**config.mk**
```make
export PLATFORM = sky130hd
export DESIGN_NAME = ide_exec
export DESIGN_NICKNAME = d
export VERILOG_FILES = /design/src/ide_pkg.sv /design/src/ide_exec.sv
export SDC_FILE = /design/constraint.sdc
export NUM_CORES = 1
export LEC_CHECK = 0
export ABC_AREA = 1
export BUFFER_PORTS_ARGS = -buffer_cell sky130_fd_sc_hd__buf_2
export CORE_AREA = 2 2 183 185
export DETAILED_ROUTE_END_ITERATION = 8
export DIE_AREA = 0 0 185 187
export MAX_ROUTING_LAYER = met4
export PLACE_DENSITY = 0.79
export SLEW_MARGIN = 40
export SYNTH_ARGS = -nofsm -noshare
export SYNTH_HDL_FRONTEND = slang
export SYNTH_SLANG_ARGS = --single-unit
export TNS_END_PERCENT = 5
```
**constraint.sdc**
```tcl
create_clock -name clk_sys -period 3.4 [get_ports clk_sys]
set_clock_uncertainty 0.05 [all_clocks]
set_input_delay 0.51 -clock clk_sys [delete_from_list [all_inputs] [get_ports clk_sys]]
set_output_delay 0.51 -clock clk_sys [all_outputs]
set_load 0.02 [all_outputs]
```
**src/ide_pkg.sv**
```systemverilog
// Package of constants and types for the invalidation command executor
// Overview of operation
// Endpoint invalidation goes to the requester, no process ID, second-level address.
// Size flag zero requests one page at address bits 63:12.
// Size flag one: lowest clear bit from 12 upward sets range size.
// Hint value zero means endpoint takes the full 32 pending requests.
// Hint may limit requests outstanding at the endpoint; optional.
// Endpoint accepts 32 pending requests; may throttle beyond its hint.
// Software queues central invalidation before matching endpoint invalidation.
// Global flag one covers all process IDs; zero targets given ID.
// Process-ID variant uses first-level address, same range encoding.
// Software queues extended central invalidation before process-ID endpoint one.
// Granularity zero clears whole interrupt cache; one is index selective.
// Index mask n ignores low n index bits, covering 2^n entries; the code clamps n above 4 to 4.
// Interrupt cache invalidation drains already remapped queued interrupts.
// Write buffer flushed first when flush requirement is reported.
// Status flag set gives one 32-bit status write; else fields ignored.
// Software gives a status address routed to memory only.
// Completion flag set sets the wait-done status flag.
// Fence flag holds later commands until the wait completes.
// Wait completes only after all earlier commands have completed.
// Without fence, later commands may start before the wait completes.
// Already set wait-done flag raises no event; else pending, unmasked event.
// Each command type is decoded and dispatched after its field checks.
`default_nettype none
package ide_pkg;
  // ****************************************
  // Command encodings and field positions
  // ****************************************
  localparam logic [3:0] CMD_EP_INV      = 4'h3;
  localparam logic [3:0] CMD_IEC_INV     = 4'h4;
  localparam logic [3:0] CMD_WAIT        = 4'h5;
  localparam logic [3:0] CMD_EP_PID_INV  = 4'h8;
  localparam int         POS_TYPE_LO     = 0;
  localparam int         POS_TYPE_HI_EXT = 9;
  localparam int         POS_IEC_GRAN    = 4;
  localparam int         POS_WAIT_IF     = 4;
  localparam int         POS_WAIT_SW     = 5;
  localparam int         POS_WAIT_FN     = 6;
  localparam int         POS_HINT_LO     = 16;
  localparam int         POS_REQ_ID_LO   = 32;
  localparam int         POS_PID_LO      = 32;
  localparam int         POS_GLOBAL      = 63;
  localparam int         POS_IDX_MASK_LO = 27;
  localparam int         POS_IRQ_IDX_LO  = 32;
  localparam int         POS_SIZE        = 64;
  localparam int         POS_STAT_DATA   = 32;
  localparam int         PAGE_SHIFT      = 12;
  localparam int         IDX_MASK_MAX    = 4;
  localparam logic [5:0] FULL_PENDING    = 6'h20;
  localparam logic [5:0] RST_OUTSTANDING = 6'h00;
  localparam logic       RST_FLAG        = 1'b0;
  typedef enum logic [2:0] {
    IDE_IDLE, IDE_DECODE, IDE_EP_ISSUE, IDE_FLUSH, IDE_IEC, IDE_DRAIN, IDE_WAIT_DRAIN, IDE_STATUS
  } ide_state_e;
endpackage : ide_pkg
`default_nettype wire

```
**src/ide_exec.sv**
```systemverilog
// Invalidation command executor with AXI4-Lite status and control registers
//
// Local design decisions: the AXI4-Lite interface to the registers and the address map.
`default_nettype none
module ide_exec
  import ide_pkg::*;
(
  // Clock and reset
  input  wire logic        clk_sys,
  input  wire logic        srst,
  // Command queue input
  input  wire logic        cmd_valid,
  output logic             cmd_ready,
  input  wire logic [127:0] cmd_data,
  // Endpoint invalidation request
  output logic             ep_req_valid,
  input  wire logic        ep_req_ready,
  output logic [15:0]      ep_requester_identifier,
  output logic [63:0]      ep_addr,
  output logic [5:0]       ep_range_log2,
  output logic             ep_pid_valid,
  output logic [19:0]      ep_pid,
  input  wire logic        ep_done,
  // Interrupt entry cache and drain
  output logic             wbuf_flush_req,
  input  wire logic        wbuf_flush_done,
  output logic             iec_inv_valid,
  output logic             iec_global,
  output logic [15:0]      irq_entry_index,
  output logic [15:0]      iec_index_care,
  output logic             irq_drain_req,
  input  wire logic        irq_drain_done,
  // Status write to memory
  output logic             stat_wr_valid,
  input  wire logic        stat_wr_ready,
  output logic [63:0]      stat_wr_addr,
  output logic [31:0]      stat_wr_data,
  // Completion event
  output logic             wait_event,
  // Register bus (AXI4-Lite)
  input  wire logic [7:0]  s_awaddr,
  input  wire logic        s_awvalid,
  output logic             s_awready,
  input  wire logic [31:0] s_wdata,
  input  wire logic [3:0]  s_wstrb,
  input  wire logic        s_wvalid,
  output logic             s_wready,
  output logic [1:0]       s_bresp,
  output logic             s_bvalid,
  input  wire logic        s_bready,
  input  wire logic [7:0]  s_araddr,
  input  wire logic        s_arvalid,
  output logic             s_arready,
  output logic [31:0]      s_rdata,
  output logic [1:0]       s_rresp,
  output logic             s_rvalid,
  input  wire logic        s_rready
);
  localparam logic [7:0] REG_STATUS = 8'h00;
  localparam logic [7:0] REG_EVCTL  = 8'h04;
  localparam logic [7:0] REG_CFG    = 8'h08;
  localparam logic [7:0] REG_OUTST  = 8'h0C;

  // ****************************************
  // State and registers
  // ****************************************
  ide_state_e state;
  logic [127:0] cmd;
  logic [5:0]   outstanding;
  logic         wait_done_flag;
  logic         irq_mask;
  logic         irq_pending;
  logic         write_buffer_flush_required;
  logic         honour_hint;
  logic         fence_flag;
  logic         wait_active;
  logic         aw_held, w_held;
  logic [7:0]   aw_addr;
  logic [31:0]  w_data;
  logic [3:0]   w_strb;
  logic         cmd_wait_if, cmd_wait_sw;
  logic [63:0]  wait_addr;
  logic [31:0]  wait_data;

  // Range size from lowest clear address bit at or above bit 12
  function automatic logic [5:0] range_log2(input logic [63:0] a, input logic s);
    range_log2 = 6'(PAGE_SHIFT);
    if (s) begin
      for (int i = 63; i >= PAGE_SHIFT; i--) begin
        if (!a[i]) begin
          range_log2 = 6'(i + 1);
        end
      end
    end
  endfunction : range_log2

  wire logic [3:0] cmd_type   = cmd[POS_TYPE_LO +: 4];
  wire logic       is_pid     = (cmd_type == CMD_EP_PID_INV) || (cmd[POS_TYPE_HI_EXT +: 3] != 3'h0);
  wire logic [4:0] hint       = cmd[POS_HINT_LO +: 5];
  wire logic [5:0] hint_limit = (hint == 5'h00) ? FULL_PENDING : {1'b0, hint};
  wire logic       limit_hit  = honour_hint && (outstanding >= hint_limit);
  wire logic [3:0] im_raw     = cmd[POS_IDX_MASK_LO +: 4];
  wire logic [3:0] im         = (im_raw > 4'(IDX_MASK_MAX)) ? 4'(IDX_MASK_MAX) : im_raw;
  wire logic       wr_go      = aw_held && w_held && !s_bvalid;
  wire logic       ep_fire    = ep_req_valid && ep_req_ready;
  wire logic       stat_fire  = stat_wr_valid && stat_wr_ready;
  // Earlier work still open blocks wait completion
  wire logic       wait_clear = wait_active && (outstanding == RST_OUTSTANDING)
                                && (state != IDE_EP_ISSUE) && (state != IDE_IEC)
                                && (state != IDE_FLUSH) && (state != IDE_DRAIN);
  wire logic       wait_finish = wait_active && ((wait_clear && !cmd_wait_sw) || stat_fire);
  wire logic       set_wdone  = wait_finish && cmd_wait_if;

  assign cmd_ready = (state == IDE_IDLE) && !(wait_active && fence_flag);

  // ****************************************
  // Command sequencing
  // ****************************************
  always_ff @(posedge clk_sys) begin
    if (srst) begin
      state <= IDE_IDLE;
      cmd   <= '0;
    end else begin
      unique case (state)
        IDE_IDLE: begin
          if (cmd_valid && cmd_ready) begin
            cmd   <= cmd_data;
            state <= IDE_DECODE;
          end
        end
        IDE_DECODE: begin
          if (cmd_type == CMD_EP_INV || cmd_type == CMD_EP_PID_INV) begin
            state <= IDE_EP_ISSUE;
          end else if (cmd_type == CMD_IEC_INV) begin
            state <= write_buffer_flush_required ? IDE_FLUSH : IDE_IEC;
          end else if (cmd_type == CMD_WAIT && !wait_active) begin
            state <= IDE_IDLE;
          end else if (cmd_type == CMD_WAIT) begin
            state <= IDE_WAIT_DRAIN;
          end else begin
            state <= IDE_IDLE;
          end
        end
        IDE_EP_ISSUE: if (ep_fire) state <= IDE_IDLE;
        IDE_FLUSH:    if (wbuf_flush_done) state <= IDE_IEC;
        IDE_IEC:      state <= IDE_DRAIN;
        IDE_DRAIN:    if (irq_drain_done) state <= IDE_IDLE;
        IDE_WAIT_DRAIN: if (!wait_active) state <= IDE_DECODE;
        IDE_STATUS:   state <= IDE_IDLE;
      endcase
    end
  end

  // Endpoint request fields, held from the captured command
  always_ff @(posedge clk_sys) begin
    if (srst) begin
      ep_req_valid            <= 1'b0;
      ep_requester_identifier <= '0;
      ep_addr                 <= '0;
      ep_range_log2           <= '0;
      ep_pid_valid            <= 1'b0;
      ep_pid                  <= '0;
    end else if (state == IDE_DECODE && (cmd_type == CMD_EP_INV || cmd_type == CMD_EP_PID_INV)) begin
      ep_requester_identifier <= cmd[POS_REQ_ID_LO +: 16];
      ep_range_log2           <= range_log2(cmd[127:64], cmd[POS_SIZE]); // see R2
      ep_addr                 <= {cmd[127:76], 12'h000};
      ep_pid_valid            <= is_pid && !cmd[POS_GLOBAL];
      ep_pid                  <= (is_pid && !cmd[POS_GLOBAL]) ? cmd[POS_PID_LO +: 20] : 20'h0_0000;
      ep_req_valid            <= 1'b0;
    end else if (state == IDE_EP_ISSUE) begin
      ep_req_valid <= !ep_fire && !limit_hit;
    end else begin
      ep_req_valid <= 1'b0;
    end
  end

  always_ff @(posedge clk_sys) begin
    if (srst) begin
      outstanding <= RST_OUTSTANDING;
    end else if (ep_fire && !ep_done) begin
      outstanding <= outstanding + 6'h01;
    end else if (!ep_fire && ep_done && outstanding != RST_OUTSTANDING) begin
      outstanding <= outstanding - 6'h01;
    end
  end

  // Interrupt entry cache controls
  always_ff @(posedge clk_sys) begin
    if (srst) begin
      wbuf_flush_req  <= 1'b0;
      iec_inv_valid   <= 1'b0;
      iec_global      <= 1'b0;
      irq_entry_index <= '0;
      iec_index_care  <= '0;
      irq_drain_req   <= 1'b0;
    end else begin
      wbuf_flush_req <= (state == IDE_FLUSH) && !wbuf_flush_done;
      iec_inv_valid  <= (state == IDE_IEC);
      irq_drain_req  <= (state == IDE_IEC) || ((state == IDE_DRAIN) && !irq_drain_done);
      if (state == IDE_FLUSH || (state == IDE_DECODE && cmd_type == CMD_IEC_INV)) begin
        iec_global      <= !cmd[POS_IEC_GRAN];
        irq_entry_index <= cmd[POS_IRQ_IDX_LO +: 16];
        iec_index_care  <= 16'hFFFF << im;
      end
    end
  end

  // ****************************************
  // Wait command tracking
  // ****************************************
  always_ff @(posedge clk_sys) begin
    if (srst) begin
      wait_active <= 1'b0;
      fence_flag  <= 1'b0;
      cmd_wait_if <= 1'b0;
      cmd_wait_sw <= 1'b0;
      wait_addr   <= '0;
      wait_data   <= '0;
    end else if (state == IDE_DECODE && cmd_type == CMD_WAIT && !wait_active) begin
      wait_active <= 1'b1;
      fence_flag  <= cmd[POS_WAIT_FN];
      cmd_wait_if <= cmd[POS_WAIT_IF];
      cmd_wait_sw <= cmd[POS_WAIT_SW];
      wait_addr   <= {cmd[127:66], 2'b00};
      wait_data   <= cmd[POS_STAT_DATA +: 32];
    end else if (wait_finish) begin
      wait_active <= 1'b0;
      fence_flag  <= 1'b0;
    end
  end

  always_ff @(posedge clk_sys) begin
    if (srst) begin
      stat_wr_valid <= 1'b0;
      stat_wr_addr  <= '0;
      stat_wr_data  <= '0;
    end else begin
      stat_wr_valid <= stat_wr_valid ? !stat_fire : (wait_clear && cmd_wait_sw);
      stat_wr_addr  <= wait_addr;
      stat_wr_data  <= wait_data;
    end
  end

  // Completion flag, pending and event; hardware set wins over software clear
  wire logic sw_clear_wdone = wr_go && aw_addr == REG_STATUS && w_strb[0] && w_data[0];
  wire logic wdone_rise     = set_wdone && !wait_done_flag;
  wire logic mask_write     = wr_go && aw_addr == REG_EVCTL && w_strb[0];
  always_ff @(posedge clk_sys) begin
    if (srst) begin
      wait_done_flag <= RST_FLAG;
      irq_pending    <= RST_FLAG;
      irq_mask       <= 1'b1;
      wait_event     <= 1'b0;
    end else begin
      if (set_wdone) begin
        wait_done_flag <= 1'b1;
      end else if (sw_clear_wdone) begin
        wait_done_flag <= 1'b0;
      end
      if (mask_write) begin
        irq_mask <= w_data[31];
      end
      wait_event <= (wdone_rise && !irq_mask) || (mask_write && !w_data[31] && irq_pending);
      if (wdone_rise && irq_mask) begin
        irq_pending <= 1'b1;
      end else if ((mask_write && !w_data[31]) || (sw_clear_wdone && !set_wdone)) begin
        irq_pending <= 1'b0;
      end
    end
  end

  // ****************************************
  // AXI4-Lite slave
  // ****************************************
  assign s_awready = !aw_held;
  assign s_wready  = !w_held;
  assign s_arready = !s_rvalid;
  always_ff @(posedge clk_sys) begin
    if (srst) begin
      aw_held <= 1'b0;
      w_held  <= 1'b0;
      aw_addr <= '0;
      w_data  <= '0;
      w_strb  <= '0;
      s_bvalid <= 1'b0;
      s_bresp  <= 2'b00;
      write_buffer_flush_required <= 1'b0;
      honour_hint <= 1'b0;
    end else begin
      if (s_awvalid && s_awready) begin
        aw_held <= 1'b1;
        aw_addr <= s_awaddr;
      end
      if (s_wvalid && s_wready) begin
        w_held <= 1'b1;
        w_data <= s_wdata;
        w_strb <= s_wstrb;
      end
      if (wr_go) begin
        aw_held  <= 1'b0;
        w_held   <= 1'b0;
        s_bvalid <= 1'b1;
        s_bresp  <= (aw_addr > REG_OUTST || aw_addr[1:0] != 2'b00) ? 2'b10 : 2'b00;
        if (aw_addr == REG_CFG && w_strb[0]) begin
          write_buffer_flush_required <= w_data[0];
          honour_hint                 <= w_data[1];
        end
      end else if (s_bvalid && s_bready) begin
        s_bvalid <= 1'b0;
      end
    end
  end

  always_ff @(posedge clk_sys) begin
    if (srst) begin
      s_rvalid <= 1'b0;
      s_rdata  <= '0;
      s_rresp  <= 2'b00;
    end else if (s_arvalid && s_arready) begin
      s_rvalid <= 1'b1;
      s_rresp  <= 2'b00;
      unique case (s_araddr)
        REG_STATUS: s_rdata <= {31'h0, wait_done_flag};
        REG_EVCTL:  s_rdata <= {irq_mask, irq_pending, 30'h0};
        REG_CFG:    s_rdata <= {30'h0, honour_hint, write_buffer_flush_required};
        REG_OUTST:  s_rdata <= {24'h0, wait_active, fence_flag, outstanding};
        default: begin
          s_rdata <= '0;
          s_rresp <= 2'b10;
        end
      endcase
    end else if (s_rvalid && s_rready) begin
      s_rvalid <= 1'b0;
    end
  end
endmodule : ide_exec
`default_nettype wire

```
==> impl_metrics.csv <==
group,metric,value,unit
run_status,status,"finished, final reports clean",
worst_setup_path,cp.depth,53,
global_route,antenna_found_initial,9,
cts,cts_num_sinks,482,
detailed_routing,routedWlPerCell,15.44,um
flow_run,drv_cap,0,
worst_setup_path,path_delay_family,"simple AND/OR/NAND/NOR gates",
detailed_routing,vias,14530,
power_and_ir_drop,combPwrFrac,0.154,
cts,cts_root_buffer,"clkbuf_16",
detailed_routing,vias_per_cell,5.057,
cells_and_area,area.growth.synth_to_final,21.99,%
sta,rsz0062_at_grt,"yes",
worst_setup_path,crit_buf_inv,1,
sta,period_needed,3.212,ns
worst_setup_path,cp-start-kind,"flip-flop",
synthesis,syn_avg_cell_area,8.198,sq um
worst_setup_path,cp_common_cell,"nand2_1",
synthesis,ys_seq_elements,482,
cells_and_area,num-nets-final,2586,
cts,tritoncts,"yes",
power_and_ir_drop,swShare,0.2883,
worst_setup_path,required,3.80,ns
floorplanning,die_h,187,um
synthesis,async_flop_share,0,
worst_setup_path,slowest_delay,0.34,ns
global_route,grt_max_degree,116,
power_and_ir_drop,power_frac_seq,0.477,
detailed_routing,drt_wl_total,44350,um
global_route,track_usage,0.2573,
cells_and_area,fin_cells,2873,
synthesis,syn_area,0.01674,sq mm
worst_setup_path,r2r_cells,53,
cells_and_area,layout-drive-gt1-share,0.2031,
cts,clkLatencyLatePin,0.56,ns
cells_and_area,utilization,0.6214,
synthesis,postSynthCellCount,2042,
worst_hold_path,hp-class,"in2reg",
cts,cts_made_buffers,48,
power_and_ir_drop,ir_drop,464.6,uV
power_and_ir_drop,power.switching,3.922,mW
worst_setup_path,critPathKind,"reg2reg",
global_route,grt_pass1_wl,69610,um
sta,drv_slew,0,
sta,fmax,311.3,MHz
worst_setup_path,reg2reg_slack,0.19,ns
cells_and_area,fill_cells,2838,
power_and_ir_drop,p_int,9.685,mW
floorplanning,initial_utilization,0.5094,
sta,hold_viol_final,0,
detailed_routing,drtAntennaViolNets,0,
synthesis,synth_edf_count,0,
place,port_buffers,392,
sta,slew_headroom,0.4757,
worst_setup_path,cp-end-kind,"flip-flop",
global_route,grt_overflow,0,
detailed_routing,dr.pass1.iters,5,
cts,cts.path.max_buffers,3,
worst_setup_path,path_max_fanout,3,
detailed_routing,remaining_drc_errors,0,
synthesis,ys_seq_area_frac,0.5764,
worst_setup_path,crit_slowest_cell,"dfxtp_2",
power_and_ir_drop,p_clk_frac,0.369,
place,dp.cells,2780,
floorplanning,core,0.03286,sq mm
floorplanning,die_x,185,um
sta,final.period_utilization,0.9448,
cts,htreeDepth,2,
sta,max_slew.worst_pin.slew,0.7864,ns
sta,hold_slack,0.1313,ns
place,dp_hpwl,29630,um
cts,path_clk_slew,0.06,ns
synthesis,ys_warn_count,0,
power_and_ir_drop,p_leak,9.101,nW
sta,finalSetupViolCount,0,
power_and_ir_drop,power_density,666.3,mW/mm^2
global_route,grt_pass1_vias,14100,
worst_setup_path,cp.arrival,3.61,ns
detailed_routing,drt_iter0_drc,849,
synthesis,yosys_most_used_dff,"dfxtp_1",
floorplanning,io_pins,477,
floorplanning,rows,67,
worst_hold_path,hold_depth,3,
place,place.gp.congestion,0.8853,
floorplanning,fp.dieArea,0.03460,sq mm
synthesis,synth_cell_types,41,
[placed cells by master, fill, tap and decap left out, types with 8 or more instances in the layout]
cell type	instances
dfxtp_1	481
buf_2	391
o21ai_0	313
nand2_1	283
a21oi_1	262
inv_1	242
nor2_1	170
nand3_1	53
clkbuf_16	49
conb_1	38
nor3_1	16
clkinv_2	16
ha_1	10
nor4_1	9
clkbuf_1	9
buf_4	9
diode_2	8
clkbuf_8	8
[state kept, by name, summed over array words and instances (netlist names), 16 cells and up]
signal,flops
stat_wr_addr,62
stat_wr_data,32
iec_index_care,16
irq_entry_index,16
wait_data,32
wait_addr,62
ep_pid,20
ep_addr,52
ep_requester_identifier,16
cmd,114
[final timing paths]
path | startpoint | endpoint
setup / recovery | cmd[126] | ep_range_log2[0]
hold / removal | s_wdata[1] | w_data[1]
setup reg to reg | cmd[126] | ep_range_log2[0]
hold reg to reg | wait_data[15] | stat_wr_data[15]
[power groups by stage]
stage	Clock [mW]	Combinational, mW	Sequential, mW
after CTS	5.10	2.10	6.48
after global routing	5.32	2.35	6.55
final	5.02	2.10	6.49
after floorplan	0	1.34	6.64
after global placement	0	2.02	6.58
after detailed placement	0	2.08	6.60
[layer usage]
| metal | routed length (um) | part of all wire | GRT usage |
|---|---|---|---|
| met4 | 1618 | 0.036 | 0.1093 |
| met1 | 18300 | 0.41 | 0.3024 |
| met2 | 21550 | 0.49 | 0.4313 |
| met5 | 0 | 0 | - |
| met3 | 2872 | 0.065 | 0.04653 |
[layout make-up]
type | count | area, sq um | share of cell area
clock inverters | 19 | 125.1 | 0.006127
clock buffers | 66 | 1370 | 0.06709
well taps | 448 | 560.5 | 0.02745
flip-flops and latches | 482 | 9651 | 0.4726
inverters | 244 | 920.9 | 0.04510
multi-input cells | 1198 | 5615 | 0.2750
repair buffers | 408 | 2158 | 0.1057
diodes | 8 | 20.02 | 0.0009803
[stage by stage]
stage	area (sq um)	TNS (ns)	setup WS [ns]	total power, mW
6_report	20420	0	0.1877	13.61
5_1_grt	20420	-0.3900	-0.3900	14.22
4_1_cts	20400	0	0.1903	13.68
3_5_place_dp	18900	0	0.2423	8.673
3_3_place_gp	18900	0	0.2003	8.596
2_1_floorplan	16880	0	0.6419	7.972
[Yosys cell counts (2+ instances only)]
library cell,count,area [sq um]
a211oi_1,2,15.01
a21oi_1,262,1311
a221oi_1,2,17.52
a22o_1,2,17.52
a31oi_1,5,31.28
buf_1,3,11.26
buf_4,38,285.3
clkbuf_1,113,424.2
dfxtp_1,482,9649
ha_1,10,125.1
inv_1,242,908.4
nand2_1,284,1066
nand3_1,54,270.3
nand4_1,4,25.02
nor2_1,171,641.9
nor3_1,16,80.08
nor4_1,9,56.30
o2111ai_1,2,17.52
o21a_1,5,37.54
o21ai_0,313,1567
o21bai_1,2,15.01
xor2_1,2,17.52
[tightest hold or removal path, delay by kind of cell]
kind | cells | cell delay (ns)
buffers and inverters | 1 | 0.08
and+or+nand+nor | 2 | 0.12
[what timing repair did]
item | in CTS | in global routing
endpoints found under the setup margin | 0 | 1
setup buffers | 0 | 0
hold buffers | 0 | 0
resized for setup | 0 | 1
[logic make-up after synthesis]
group,Yosys count,share of synthesized area
AOI/OAI and AO/OA,605,0.1860
DFF,482,0.5764
adders and majority gates,11,0.008670
other,1,0.0002240
and+or+nand+nor,541,0.1290
xor gates and xnor gates,3,0.001570
buffers and inverters,399,0.09806
Power figures use the tool's default switching activity.
